==> src/include/etc_pkg.sv <==
// package: register map, field layout and enumerations of the eight-bit compare timer
package etc_pkg;

	// register byte offsets
	localparam logic [4:0] ETC_OFF_CTRL    = 5'h00;
	localparam logic [4:0] ETC_OFF_COUNT   = 5'h04;
	localparam logic [4:0] ETC_OFF_COMPARE = 5'h08;
	localparam logic [4:0] ETC_OFF_FLAGS   = 5'h0C;
	localparam logic [4:0] ETC_OFF_IRQEN   = 5'h10;
	localparam logic [4:0] ETC_OFF_STATUS  = 5'h14;

	// field positions inside the control register
	localparam int ETC_CS_LSB   = 0;
	localparam int ETC_WGM_LSB  = 3;
	localparam int ETC_COM_LSB  = 5;
	localparam int ETC_FORCE_BIT = 7;

	// flag and enable bit positions
	localparam int ETC_CMP_BIT = 0;
	localparam int ETC_OVF_BIT = 1;

	// values after reset and counter limits
	localparam logic [7:0] ETC_RST_COUNT   = 8'h00;
	localparam logic [7:0] ETC_RST_COMPARE = 8'h00;
	localparam logic [7:0] ETC_CNT_MAX     = 8'hFF;
	localparam logic [7:0] ETC_CNT_BOTTOM  = 8'h00;

	// axi responses
	localparam logic [1:0] ETC_RESP_OKAY   = 2'h0;
	localparam logic [1:0] ETC_RESP_SLVERR = 2'h2;

	typedef enum logic [1:0] {
		ETC_WGM_NORMAL = 2'h0,
		ETC_WGM_PCPWM  = 2'h1,
		ETC_WGM_CTC    = 2'h2,
		ETC_WGM_FAST   = 2'h3
	} etc_wgm_t;

	typedef enum logic [1:0] {
		ETC_COM_OFF    = 2'h0,
		ETC_COM_TOGGLE = 2'h1,
		ETC_COM_CLEAR  = 2'h2,
		ETC_COM_SET    = 2'h3
	} etc_com_t;

	typedef struct packed {
		etc_com_t   compare_output_action;
		etc_wgm_t   waveform_mode;
		logic [2:0] clock_source_select;
	} etc_ctrl_t;

endpackage

==> src/rtl/etc_timer.sv <==
// eight-bit timer/counter with one compare channel behind an axi4-lite slave
`timescale 1ns/1ps

// Operation
// each tick clears, increments or decrements the counter per mode and direction
// clock source select zero stops the counter, no ticks at all
// software reads and writes the counter at any time
// a software counter write beats any hardware clear or count that cycle
// counter and active compare value are compared all the time
// compare flag sets on the tick after the match is present
// flag with enable raises interrupt; service or write-one clears the flag
// pwm modes buffer compare value to top or bottom; others write directly
// compare accesses go to the buffer when buffering, else to active value
// force strobe in non-pwm acts on output only, no flag, no counter effect
// counter write blocks any compare match on the next tick
// software avoids writing counter equal compare, or zero when counting down
// waveform output state holds across waveform mode changes
// compare output action is not buffered, applies from next match
// nonzero compare output action puts waveform output on pin; direction stays
// compare output action zero leaves waveform output untouched on matches
// count sequence depends on waveform mode only, never on output action
// normal mode always counts up, wraps from ff to 00
// overflow flag sets as counter becomes zero; service or write-one clears it; the code sets it on reaching ff in fast pwm and not on a ctc clear
// mode two clears the counter when it equals the compare value
// mode three counts zero to ff and restarts from zero
// mode one counts up to ff and back down to zero repeatedly
// reset zeroes counter, compare, output, flags and control: stopped, no override
module etc_timer
	import etc_pkg::*;
(
	// clock and reset
	input  wire logic        clk_sys,
	input  wire logic        rst,
	// axi4-lite write address and data
	input  wire logic        s_axi_awvalid,
	output logic             s_axi_awready,
	input  wire logic [4:0]  s_axi_awaddr,
	input  wire logic        s_axi_wvalid,
	output logic             s_axi_wready,
	input  wire logic [31:0] s_axi_wdata,
	input  wire logic [3:0]  s_axi_wstrb,
	// axi4-lite write response
	output logic             s_axi_bvalid,
	input  wire logic        s_axi_bready,
	output logic [1:0]       s_axi_bresp,
	// axi4-lite read
	input  wire logic        s_axi_arvalid,
	output logic             s_axi_arready,
	input  wire logic [4:0]  s_axi_araddr,
	output logic             s_axi_rvalid,
	input  wire logic        s_axi_rready,
	output logic [31:0]      s_axi_rdata,
	output logic [1:0]       s_axi_rresp,
	// tick enables from an outside prescaler, same clock, sources 2..7
	input  wire logic [5:0]  tick_src,
	// interrupt requests and service acknowledges
	output logic             irq_compare,
	input  wire logic        irq_compare_ack,
	output logic             irq_overflow,
	input  wire logic        irq_overflow_ack,
	// port pin logic
	input  wire logic        port_data,
	input  wire logic        output_pin_direction,
	output logic             pin_out,
	output logic             pin_oe
);

	// write and read channel holding registers
	logic        aw_v_ff;
	logic [4:0]  aw_a_ff;
	logic        w_v_ff;
	logic [7:0]  w_d_ff;
	logic        w_s_ff;
	logic        bvalid_ff;
	logic [1:0]  bresp_ff;
	logic        rvalid_ff;
	logic [31:0] rdata_ff;
	logic [1:0]  rresp_ff;

	// timer state
	etc_ctrl_t   ctrl_ff;
	logic [7:0]  counter_value_ff;
	logic [7:0]  nxt_counter_value;
	logic        down_ff;
	logic        nxt_down;
	logic [7:0]  compare_value_ff;
	logic [7:0]  compare_buf_ff;
	logic        compare_match_flag_ff;
	logic        overflow_flag_ff;
	logic        compare_irq_enable_ff;
	logic        overflow_irq_enable_ff;
	logic        block_ff;
	logic        waveform_output_ff;
	logic        nxt_waveform_output;

	// decoded strobes
	logic        do_wr;
	logic        wr_ctrl;
	logic        wr_count;
	logic        wr_compare;
	logic        wr_flags;
	logic        wr_irqen;
	logic        wr_hit;
	logic        timer_tick;
	logic        pwm_mode;
	logic        match;
	logic        force_cmp;
	logic        top_reload;
	logic        ovf_set;
	logic [31:0] rd_mux;
	logic        rd_hit;

	// axi write: address and data are taken in either order, then one response
	assign s_axi_awready = !aw_v_ff;
	assign s_axi_wready  = !w_v_ff;
	assign do_wr         = aw_v_ff && w_v_ff && !bvalid_ff;

	always_ff @(posedge clk_sys) begin
		if (rst) begin
			aw_v_ff <= 1'b0;
			aw_a_ff <= 5'h00;
		end else if (s_axi_awvalid && !aw_v_ff) begin
			aw_v_ff <= 1'b1;
			aw_a_ff <= s_axi_awaddr;
		end else if (do_wr) begin
			aw_v_ff <= 1'b0;
		end
	end

	always_ff @(posedge clk_sys) begin
		if (rst) begin
			w_v_ff <= 1'b0;
			w_d_ff <= 8'h00;
			w_s_ff <= 1'b0;
		end else if (s_axi_wvalid && !w_v_ff) begin
			w_v_ff <= 1'b1;
			w_d_ff <= s_axi_wdata[7:0];
			w_s_ff <= s_axi_wstrb[0];
		end else if (do_wr) begin
			w_v_ff <= 1'b0;
		end
	end

	// only the low byte lane holds register bits
	assign wr_hit     = do_wr && w_s_ff;
	assign wr_ctrl    = wr_hit && (aw_a_ff == ETC_OFF_CTRL);
	assign wr_count   = wr_hit && (aw_a_ff == ETC_OFF_COUNT);
	assign wr_compare = wr_hit && (aw_a_ff == ETC_OFF_COMPARE);
	assign wr_flags   = wr_hit && (aw_a_ff == ETC_OFF_FLAGS);
	assign wr_irqen   = wr_hit && (aw_a_ff == ETC_OFF_IRQEN);

	always_ff @(posedge clk_sys) begin
		if (rst) begin
			bvalid_ff <= 1'b0;
			bresp_ff  <= ETC_RESP_OKAY;
		end else if (do_wr) begin
			bvalid_ff <= 1'b1;
			bresp_ff  <= (aw_a_ff == ETC_OFF_CTRL || aw_a_ff == ETC_OFF_COUNT ||
				aw_a_ff == ETC_OFF_COMPARE || aw_a_ff == ETC_OFF_FLAGS ||
				aw_a_ff == ETC_OFF_IRQEN || aw_a_ff == ETC_OFF_STATUS) ?
				ETC_RESP_OKAY : ETC_RESP_SLVERR;
		end else if (s_axi_bready) begin
			bvalid_ff <= 1'b0;
		end
	end

	assign s_axi_bvalid = bvalid_ff;
	assign s_axi_bresp  = bresp_ff;

	// axi read: one cycle after the address is taken
	assign s_axi_arready = !rvalid_ff;

	always_comb begin
		rd_mux = 32'h0000_0000;
		rd_hit = 1'b1;
		unique case (s_axi_araddr)
			ETC_OFF_CTRL:    rd_mux[6:0] = ctrl_ff;
			ETC_OFF_COUNT:   rd_mux[7:0] = counter_value_ff;
			ETC_OFF_COMPARE: rd_mux[7:0] = pwm_mode ? compare_buf_ff : compare_value_ff;
			ETC_OFF_FLAGS:   rd_mux[1:0] = {overflow_flag_ff, compare_match_flag_ff};
			ETC_OFF_IRQEN:   rd_mux[1:0] = {overflow_irq_enable_ff, compare_irq_enable_ff};
			ETC_OFF_STATUS:  rd_mux[1:0] = {down_ff, waveform_output_ff};
			default:         rd_hit = 1'b0;
		endcase
	end

	always_ff @(posedge clk_sys) begin
		if (rst) begin
			rvalid_ff <= 1'b0;
			rdata_ff  <= 32'h0000_0000;
			rresp_ff  <= ETC_RESP_OKAY;
		end else if (s_axi_arvalid && !rvalid_ff) begin
			rvalid_ff <= 1'b1;
			rdata_ff  <= rd_mux;
			rresp_ff  <= rd_hit ? ETC_RESP_OKAY : ETC_RESP_SLVERR;
		end else if (s_axi_rready) begin
			rvalid_ff <= 1'b0;
		end
	end

	assign s_axi_rvalid = rvalid_ff;
	assign s_axi_rdata  = rdata_ff;
	assign s_axi_rresp  = rresp_ff;

	// control and enable registers; the force bit is a strobe and never stored
	always_ff @(posedge clk_sys) begin
		if (rst) begin
			ctrl_ff <= '0;
		end else if (wr_ctrl) begin
			ctrl_ff <= w_d_ff[6:0];
		end
	end

	always_ff @(posedge clk_sys) begin
		if (rst) begin
			compare_irq_enable_ff  <= 1'b0;
			overflow_irq_enable_ff <= 1'b0;
		end else if (wr_irqen) begin
			compare_irq_enable_ff  <= w_d_ff[ETC_CMP_BIT];
			overflow_irq_enable_ff <= w_d_ff[ETC_OVF_BIT];
		end
	end

	// tick selection: source 1 is every system cycle
	always_comb begin
		timer_tick = 1'b0;
		if (ctrl_ff.clock_source_select == 3'h1) begin
			timer_tick = 1'b1;
		end else if (ctrl_ff.clock_source_select != 3'h0) begin
			timer_tick = tick_src[ctrl_ff.clock_source_select - 3'h2];
		end
	end

	assign pwm_mode = (ctrl_ff.waveform_mode == ETC_WGM_PCPWM) ||
		(ctrl_ff.waveform_mode == ETC_WGM_FAST);

	// next count from waveform mode, direction and, in ctc, the compare value
	always_comb begin
		nxt_down          = 1'b0;
		nxt_counter_value = counter_value_ff + 8'h01;
		unique case (ctrl_ff.waveform_mode)
			ETC_WGM_NORMAL: nxt_counter_value = counter_value_ff + 8'h01;
			ETC_WGM_FAST:   nxt_counter_value = counter_value_ff + 8'h01;
			ETC_WGM_CTC: begin
				if (counter_value_ff == compare_value_ff) begin
					nxt_counter_value = ETC_CNT_BOTTOM;
				end
			end
			ETC_WGM_PCPWM: begin
				nxt_down = down_ff ? (counter_value_ff != ETC_CNT_BOTTOM) :
					(counter_value_ff == ETC_CNT_MAX);
				nxt_counter_value = nxt_down ? counter_value_ff - 8'h01 :
					counter_value_ff + 8'h01;
			end
		endcase
	end

	// software write wins over the tick
	always_ff @(posedge clk_sys) begin
		if (rst) begin
			counter_value_ff <= ETC_RST_COUNT;
		end else if (wr_count) begin
			counter_value_ff <= w_d_ff;
		end else if (timer_tick) begin
			counter_value_ff <= nxt_counter_value;
		end
	end

	// direction survives a counter write so a running slope is not reversed
	always_ff @(posedge clk_sys) begin
		if (rst) begin
			down_ff <= 1'b0;
		end else if (timer_tick && !wr_count) begin
			down_ff <= nxt_down;
		end
	end

	// a counter write blocks matches until the next tick has gone by
	always_ff @(posedge clk_sys) begin
		if (rst) begin
			block_ff <= 1'b0;
		end else if (wr_count) begin
			block_ff <= 1'b1;
		end else if (timer_tick) begin
			block_ff <= 1'b0;
		end
	end

	assign match = (counter_value_ff == compare_value_ff) && !block_ff;

	// buffer reload at top: fast pwm wraps at max, phase correct turns at max
	assign top_reload = timer_tick && !wr_count && (counter_value_ff == ETC_CNT_MAX);

	always_ff @(posedge clk_sys) begin
		if (rst) begin
			compare_buf_ff <= ETC_RST_COMPARE;
		end else if (wr_compare) begin
			compare_buf_ff <= w_d_ff;
		end
	end

	always_ff @(posedge clk_sys) begin
		if (rst) begin
			compare_value_ff <= ETC_RST_COMPARE;
		end else if (wr_compare && !pwm_mode) begin
			compare_value_ff <= w_d_ff;
		end else if (pwm_mode && top_reload) begin
			compare_value_ff <= compare_buf_ff;
		end
	end

	// flags: a hardware set wins over a clear in the same cycle
	always_ff @(posedge clk_sys) begin
		if (rst) begin
			compare_match_flag_ff <= 1'b0;
		end else if (timer_tick && match) begin
			compare_match_flag_ff <= 1'b1;
		end else if (irq_compare_ack || (wr_flags && w_d_ff[ETC_CMP_BIT])) begin
			compare_match_flag_ff <= 1'b0;
		end
	end

	// overflow: wraps from max to zero in normal and ctc, becomes zero at bottom in phase correct; reaches max in fast pwm
	assign ovf_set = timer_tick && !wr_count &&
		((ctrl_ff.waveform_mode == ETC_WGM_FAST) ? (nxt_counter_value == ETC_CNT_MAX) :
		((nxt_counter_value == ETC_CNT_BOTTOM) &&
		((ctrl_ff.waveform_mode == ETC_WGM_PCPWM) || (counter_value_ff == ETC_CNT_MAX))));

	always_ff @(posedge clk_sys) begin
		if (rst) begin
			overflow_flag_ff <= 1'b0;
		end else if (ovf_set) begin
			overflow_flag_ff <= 1'b1;
		end else if (irq_overflow_ack || (wr_flags && w_d_ff[ETC_OVF_BIT])) begin
			overflow_flag_ff <= 1'b0;
		end
	end

	assign irq_compare  = compare_match_flag_ff && compare_irq_enable_ff;
	assign irq_overflow = overflow_flag_ff && overflow_irq_enable_ff;

	// force uses the action being written in the same access
	assign force_cmp = wr_ctrl && w_d_ff[ETC_FORCE_BIT] && !pwm_mode;

	// waveform generator; mode switches never touch the output state
	always_comb begin
		nxt_waveform_output = waveform_output_ff;
		if (force_cmp) begin
			unique case (etc_com_t'(w_d_ff[6:5]))
				ETC_COM_OFF:    nxt_waveform_output = waveform_output_ff;
				ETC_COM_TOGGLE: nxt_waveform_output = !waveform_output_ff;
				ETC_COM_CLEAR:  nxt_waveform_output = 1'b0;
				ETC_COM_SET:    nxt_waveform_output = 1'b1;
			endcase
		end else if (timer_tick && ctrl_ff.compare_output_action != ETC_COM_OFF) begin
			unique case (ctrl_ff.waveform_mode)
				ETC_WGM_NORMAL, ETC_WGM_CTC: begin
					if (match) begin
						nxt_waveform_output =
							(ctrl_ff.compare_output_action == ETC_COM_TOGGLE) ?
							!waveform_output_ff :
							(ctrl_ff.compare_output_action == ETC_COM_SET);
					end
				end
				ETC_WGM_FAST: begin
					if (ctrl_ff.compare_output_action == ETC_COM_TOGGLE) begin
						if (match) begin
							nxt_waveform_output = !waveform_output_ff;
						end
					end else if (match) begin
						nxt_waveform_output = (ctrl_ff.compare_output_action == ETC_COM_SET);
					end else if (top_reload) begin
						nxt_waveform_output = (ctrl_ff.compare_output_action == ETC_COM_CLEAR);
					end
				end
				ETC_WGM_PCPWM: begin
					// toggle is reserved here and does nothing
					if (match && ctrl_ff.compare_output_action != ETC_COM_TOGGLE) begin
						nxt_waveform_output = down_ff ^
							(ctrl_ff.compare_output_action == ETC_COM_SET);
					end
				end
			endcase
		end
	end

	always_ff @(posedge clk_sys) begin
		if (rst) begin
			waveform_output_ff <= 1'b0;
		end else begin
			waveform_output_ff <= nxt_waveform_output;
		end
	end

	// port override; direction always belongs to the port
	assign pin_out = (ctrl_ff.compare_output_action != ETC_COM_OFF) ?
		waveform_output_ff : port_data;
	assign pin_oe  = output_pin_direction;
endmodule

==> config.mk <==
export PLATFORM = sky130hd
export DESIGN_NAME = etc_timer
export DESIGN_NICKNAME = d
export VERILOG_FILES = /design/src/include/etc_pkg.sv /design/src/rtl/etc_timer.sv
export SDC_FILE = /design/constraint.sdc
export NUM_CORES = 1
export LEC_CHECK = 0
export ABC_AREA = 1
export BUFFER_PORTS_ARGS = -buffer_cell sky130_fd_sc_hd__buf_4
export CAP_MARGIN = 20
export CORE_MARGIN = 2
export CORE_UTILIZATION = 40
export CTS_BUF_LIST = sky130_fd_sc_hd__clkbuf_4
export CTS_CLUSTER_DIAMETER = 120
export DETAILED_ROUTE_END_ITERATION = 10
export GPL_ROUTABILITY_DRIVEN = 0
export MAX_ROUTING_LAYER = met4
export PLACE_DENSITY = 0.72
export SYNTH_ARGS = -nofsm -noshare
export SYNTH_HDL_FRONTEND = slang
export SYNTH_SLANG_ARGS = --single-unit
export TNS_END_PERCENT = 100
==> constraint.sdc <==
create_clock -name clk_sys -period 1.72 [get_ports clk_sys]
set_input_delay 0.172 -clock clk_sys [delete_from_list [all_inputs] [get_ports clk_sys]]
set_output_delay 0.172 -clock clk_sys [all_outputs]
set_load 0.05 [all_outputs]
# == Yosys cells after proc, flatten, opt, wreduce, memory -nomap -nowiden ==
# Index checks and enable logic that the tools add are counted.
# Widths: inputs -> output; s select.
# op_classes
addsub,3
order_cmp,1
eq_ne,29
bitwise_logic,1
muxes,46
reduce_logical,65
# op_table
cell,n
$mux 8,7
$mux 1,30
$logic_and 1x1->1,27
$pmux 8 s3,1
$eq 5x4->1 const B,4
$eq 5x5->1 const B,4
$reduce_bool 2->1,10
$eq 8x8->1 const B,2
$pmux 5 s3,1
$eq 2x2->1 const B,6
$pmux 2 s6,1
$eq 5x3->1 const B,2
$logic_not 5->1,2
$logic_or 1x1->1,9
$add 8x1->8 const B,1
$eq 8x8->1,1
$logic_not 1->1,8
$logic_not 8->1,1
$ne 4x4->1 const B,2
$reduce_bool 8->1,1
$sub 8x1->8 const B,1
$eq 2x1->1 const B,3
$pmux 1 s3,2
$reduce_and 6->1,1
15 further kinds,18
# totals
inputBits,63
out_inout_bits,45
register_bits,68

# == Depth between registers and ports, before layout ==
# logic_depth
ltp_word,13
depth_mapped,18
depth_no_buf,18

# == Least setup slack after synthesis ==
# Ideal clock, no wire load.
# synth_timing
kind,register -> register
from,register ctrl_ff[4] (netlist name)
to,register waveform_output_ff
arrival_time_ps,1776
t_required_ps,1606
path_slack_ps,-170
path_stages_with_launch,13
path_cell_list,dfxtp_1 -> inv_1 -> ha_1 -> nor2_1 -> inv_2 -> nor3_4 -> inv_2 -> nand2_1 -> inv_1 -> a31oi_1 -> nand2_1 -> a21oi_1 -> nor2_1
# synth_via
elab_chain_len,6
elab_cells_between_ends,18
cone_classes,8 x eq/ne; 3 x mux; 7 x reduce/logical
# synth_lines
element,line_no,text
from (decl),etc_timer.sv:81,etc_ctrl_t ctrl_ff;
from (signal assigned),etc_timer.sv:210,ctrl_ff <= w_d_ff[6:0];
$eq 2x1->1 / $eq 2x2->1 (equally long branches),"etc_timer.sv:234, etc_timer.sv:356, etc_timer.sv:235",
$logic_or 1x1->1,etc_timer.sv:234,assign pwm_mode = (ctrl_ff.waveform_mode == ETC_WGM_PCPWM) ||
$logic_not 1->1,etc_timer.sv:343,assign force_cmp = wr_ctrl && w_d_ff[ETC_FORCE_BIT] && !pwm_mode;
$logic_and 1x1->1,etc_timer.sv:343,
"$ne 4x4->1 (no line), or another cell as far along",n/a,
$reduce_and 6->1 (no line),n/a,
to (signal assigned),etc_timer.sv:391,waveform_output_ff <= nxt_waveform_output;
to (decl),etc_timer.sv:93,logic waveform_output_ff;
# Several ways; a longest one is shown, not always the timed one. The select of a mux whose other input is x is not followed.
# A chain may end at the register's enable or synchronous reset.

# == Worst setup path in the final report ==
# layout_timing
from,register counter_value_ff[3]
to,register waveform_output_ff
# layout_via
elab_chain_len,7
elab_cells_between_ends,15
cone_classes,6 x eq/ne; 5 x mux; 4 x reduce/logical
# layout_lines
element,line_no,text
from (decl),etc_timer.sv:82,logic [7:0] counter_value_ff;
from (signal assigned),etc_timer.sv:263,counter_value_ff <= w_d_ff;
from (signal assigned),etc_timer.sv:265,counter_value_ff <= nxt_counter_value;
$eq 8x8->1,etc_timer.sv:289,assign match = (counter_value_ff == compare_value_ff) && !block_ff;
$logic_and 1x1->1,etc_timer.sv:289,
$mux 1,etc_timer.sv:370,end else if (match) begin
$mux 1,etc_timer.sv:366,if (ctrl_ff.compare_output_action == ETC_COM_TOGGLE) begin
$pmux 1 s3,etc_timer.sv:356,unique case (ctrl_ff.waveform_mode)
$mux 1,etc_timer.sv:355,end else if (timer_tick && ctrl_ff.compare_output_action != ETC_COM_OFF) begin
$mux 1,etc_timer.sv:348,if (force_cmp) begin
# Several ways; a longest one is shown, not always the timed one. The select of a mux whose other input is x is not followed.

==> results.py <==
metrics = {
    "global_routing": {
        "grt_pass1_wl_mm": 20.8,
        "antenna_found_initial": 0,
        "grt_pass1_vias": 4359,
        "grt_overflow": 0,
        "grt_usage": 0.240,
        "grt_max_degree": 28,
    },
    "cts": {
        "cts_sinks": 66,
        "h-tree-depth": 3,
        "clk_latency_ns": 0.43,
        "clkTransAtPathRegs_ns": 0.13,
        "clock_path_buffers": 2,
        "numCtsBuffers": 9,
        "cts-root-buf": "clkbuf_4",
        "cts_tree": "done",
    },
    "placement": {
        "port_buffers": 52,
        "dp.final_hpwl_mm": 9.70,
        "dpl_cell_area_um2": 5120,
        "dp_cells": 864,
        "post-place-ws_ns": -0.254,
    },
    "worst_hold_path": {
        "whs_path_depth": 3,
        "hold_path.class": "in -> reg",
        "min_to": "aw_a_ff[2]",
        "hold_start": "s_axi_awaddr[2]",
    },
    "outcome": {
        "run_status": "finished, violations left",
        "violations": "negative setup slack",
    },
    "timing": {
        "hold_violations": 0,
        "whs_ns": 0.0102,
        "fmax_mhz": 481,
        "finalMaxSlewViolations": 0,
        "setup_slack_ns": -0.357,
        "rsz0062_at_grt": "true",
        "setup_viol": 23,
        "fin_crit_ns": 2.08,
        "finalCritPeriodShare": 1.21,
        "fin_worst_skew_ns": 0.0186,
    },
    "critical_path": {
        "r2r_start": "counter_value_ff[3]",
        "cpMaxStageDelayCell": "dfxtp_1",
        "reg2reg_depth": 14,
        "critPathRequiredTime_ns": 2.05,
        "arrival_ns": 2.41,
        "worst_r2r_endpoint": "waveform_output_ff",
        "max_stage_delay_ns": 0.33,
        "r2r_slack_ns": -0.36,
        "path_common_cell": "nor2_1",
        "path_cells": "buf_4, xnor2_1, nand2_1, nor2_1, nand2_2, buf_6, nor2_4, inv_2, a21oi_2, o21ai_2, nor2_1, nand2_1, a21oi_1, nor2_1",
        "path_class": "reg -> reg",
        "cp_max_fo": 4,
        "start_kind": "flop",
        "endpoint_kind": "flop",
    },
    "yosys": {
        "avgSynthCellArea_um2": 6.67,
        "ys_top_cells_by_area": "dfxtp_1, nand2_1, o21ai_0",
        "yosys.area.top_type": "dfxtp_1",
        "ys_warn_count": 0,
        "ys_seq_area_frac": 0.323,
        "synth_area_um2": 4090,
        "synthTopCellsByCount": "nand2_1, inv_1, dfxtp_1",
        "synth_cell_type_count": 41,
        "synth_flop_cell": "dfxtp_1",
        "synth_top_area_frac": 0.323,
        "ys_seq_elements": 66,
        "synth_edf_count": 0,
        "synthMostInstantiatedCell": "nand2_1",
        "synthCells": 613,
        "synthArstFlopShare": 0,
    },
    "power_and_ir_drop": {
        "powerDensity_nw_per_um2": 596,
        "power.switching_w": 0.00104,
        "p_int_w": 0.00252,
        "max-vdd-ir-drop_mv": 0.488,
        "p_seq_frac": 0.455,
        "clock_power_share": 0.382,
        "p_leak_nw": 2.74,
        "sw_frac_of_total": 0.293,
        "combPwrFrac": 0.164,
    },
    "layout": {
        "finalNetCount": 845,
        "post_route_cells_drive_above_1_share": 0.365,
        "area_growth_pct": 46.3,
        "fillCellCount": 804,
        "stdcell_count": 913,
        "n_antenna_cell": 0,
        "final_cell_area_um2": 5980,
    },
    "drt": {
        "vias": 4777,
        "drcViolationCount": 0,
        "first_iter_violations": 437,
        "wl_mm": 13.8,
        "drtPass1Iterations": 6,
        "vias_per_cell": 5.23,
        "wl_per_cell_um": 15.1,
        "antenna_left": 0,
    },
    "floorplanning": {
        "dieHeight_um": 105,
        "core-area_um2": 9860,
        "rows": 36,
        "initial_core_util": 0.414,
        "io_pins": 108,
        "dieWidth_um": 105,
        "fp.dieArea_um2": 11000,
    },
    "run": {
        "drv_cap": 0,
    },
}
-- metrics by stage --
step,util,TNS [ns],power (W)
floorplan,-,-0.0343,0.00203
global placement,0.519,-1.94,0.00216
detailed placement,0.519,-2.63,0.00217
CTS,0.568,-0.513,0.00353
global route,0.606,-4.68,0.00370
finish,0.606,-2.86,0.00356
-- layout make-up --
class	count	area, um2	area share
Sequential cell	66	1350	0.225
Inverter	79	320	0.0536
Timing Repair Buffer	171	1380	0.231
Clock buffer	10	75.1	0.0126
Tap cell	133	166	0.0278
Multi-Input combinational cell	448	2570	0.431
Clock inverter	6	114	0.0190
-- worst max-delay path by stage --
stage / start / to / cells after the start
after floorplan: ctrl_ff[4] / waveform_output_ff / 12
after global placement: counter_value_ff[1] / overflow_flag_ff / 17
after detailed placement: counter_value_ff[0] / overflow_flag_ff / 17
after CTS: counter_value_ff[1] / overflow_flag_ff / 17
after global routing: counter_value_ff[3] / overflow_flag_ff / 16
final: counter_value_ff[3] / waveform_output_ff / 14
-- sequential cells by signal (all words and copies together), names as in the netlist, 5 cells and up --
signal,cells
w_d_ff,8
compare_value_ff,8
aw_a_ff,5
compare_buf_ff,8
ctrl_ff,7
s_axi_rdata,8
counter_value_ff,8
-- per-layer routing --
layer	GRT usage	wire (um)	vias up
met5	-	0	-
met4	0.0971	512	0
met3	0.0487	1100	55
met2	0.395	6760	268
met1	0.287	5450	2171
li1	-	-	2283
-- critical path, delay by kind of cell, from the launching register on --
kind | cells | cell delay (ns)
buffers and inverters | 3 | 0.35
and+or+nand+nor | 7 | 0.78
AOI/OAI and AO/OA | 3 | 0.32
xor gates and xnor gates | 1 | 0.19
DFF | 1 | 0.33
-- kinds of logic after synthesis --
logic type | Yosys count | share of synthesized area
and+or+nand+nor | 256 | 0.277
xor gates and xnor gates | 11 | 0.0236
AOI/OAI and AO/OA | 148 | 0.207
other | 1 | 0.000917
buffers and inverters | 124 | 0.147
adders and majority gates | 7 | 0.0214
DFF | 66 | 0.323
-- placed cells by master, fill, tap and decap left out, types with 9 or more instances in the layout --
cell	instances
nand3_1	19
o21ai_1	14
a21oi_1	46
nand2_2	22
nor2_1	43
conb_1	26
inv_1	60
clkbuf_4	10
nor2_4	12
dfxtp_2	10
nand2_4	10
buf_4	146
o211ai_1	9
dfxtp_1	53
buf_6	14
inv_2	11
dlygate4sd3_1	9
o21ai_0	38
nand2_1	120
a31oi_1	16
-- power by group through the flow --
stage	Sequential [W]	Combinational, W	Clock [W]
6_report	0.00162	0.000583	0.00136
5_1_grt	0.00163	0.000624	0.00145
4_1_cts	0.00162	0.000547	0.00137
3_5_place_dp	0.00165	0.000519	0
3_3_place_gp	0.00165	0.000509	0
2_1_floorplan	0.00166	0.000363	0
-- what timing repair did --
| item | 4_1_cts | 5_1_grt |
|---|---|---|
| endpoints found under the setup margin | 26 | 29 |
| endpoints found under the hold margin | 9 | 0 |
| hold buffers | 9 | 0 |
| gates resized for setup | 44 | 84 |
| pin swaps | 14 | 43 |
| buffers inserted | 8 | 17 |
Power figures use the tool's default switching activity.
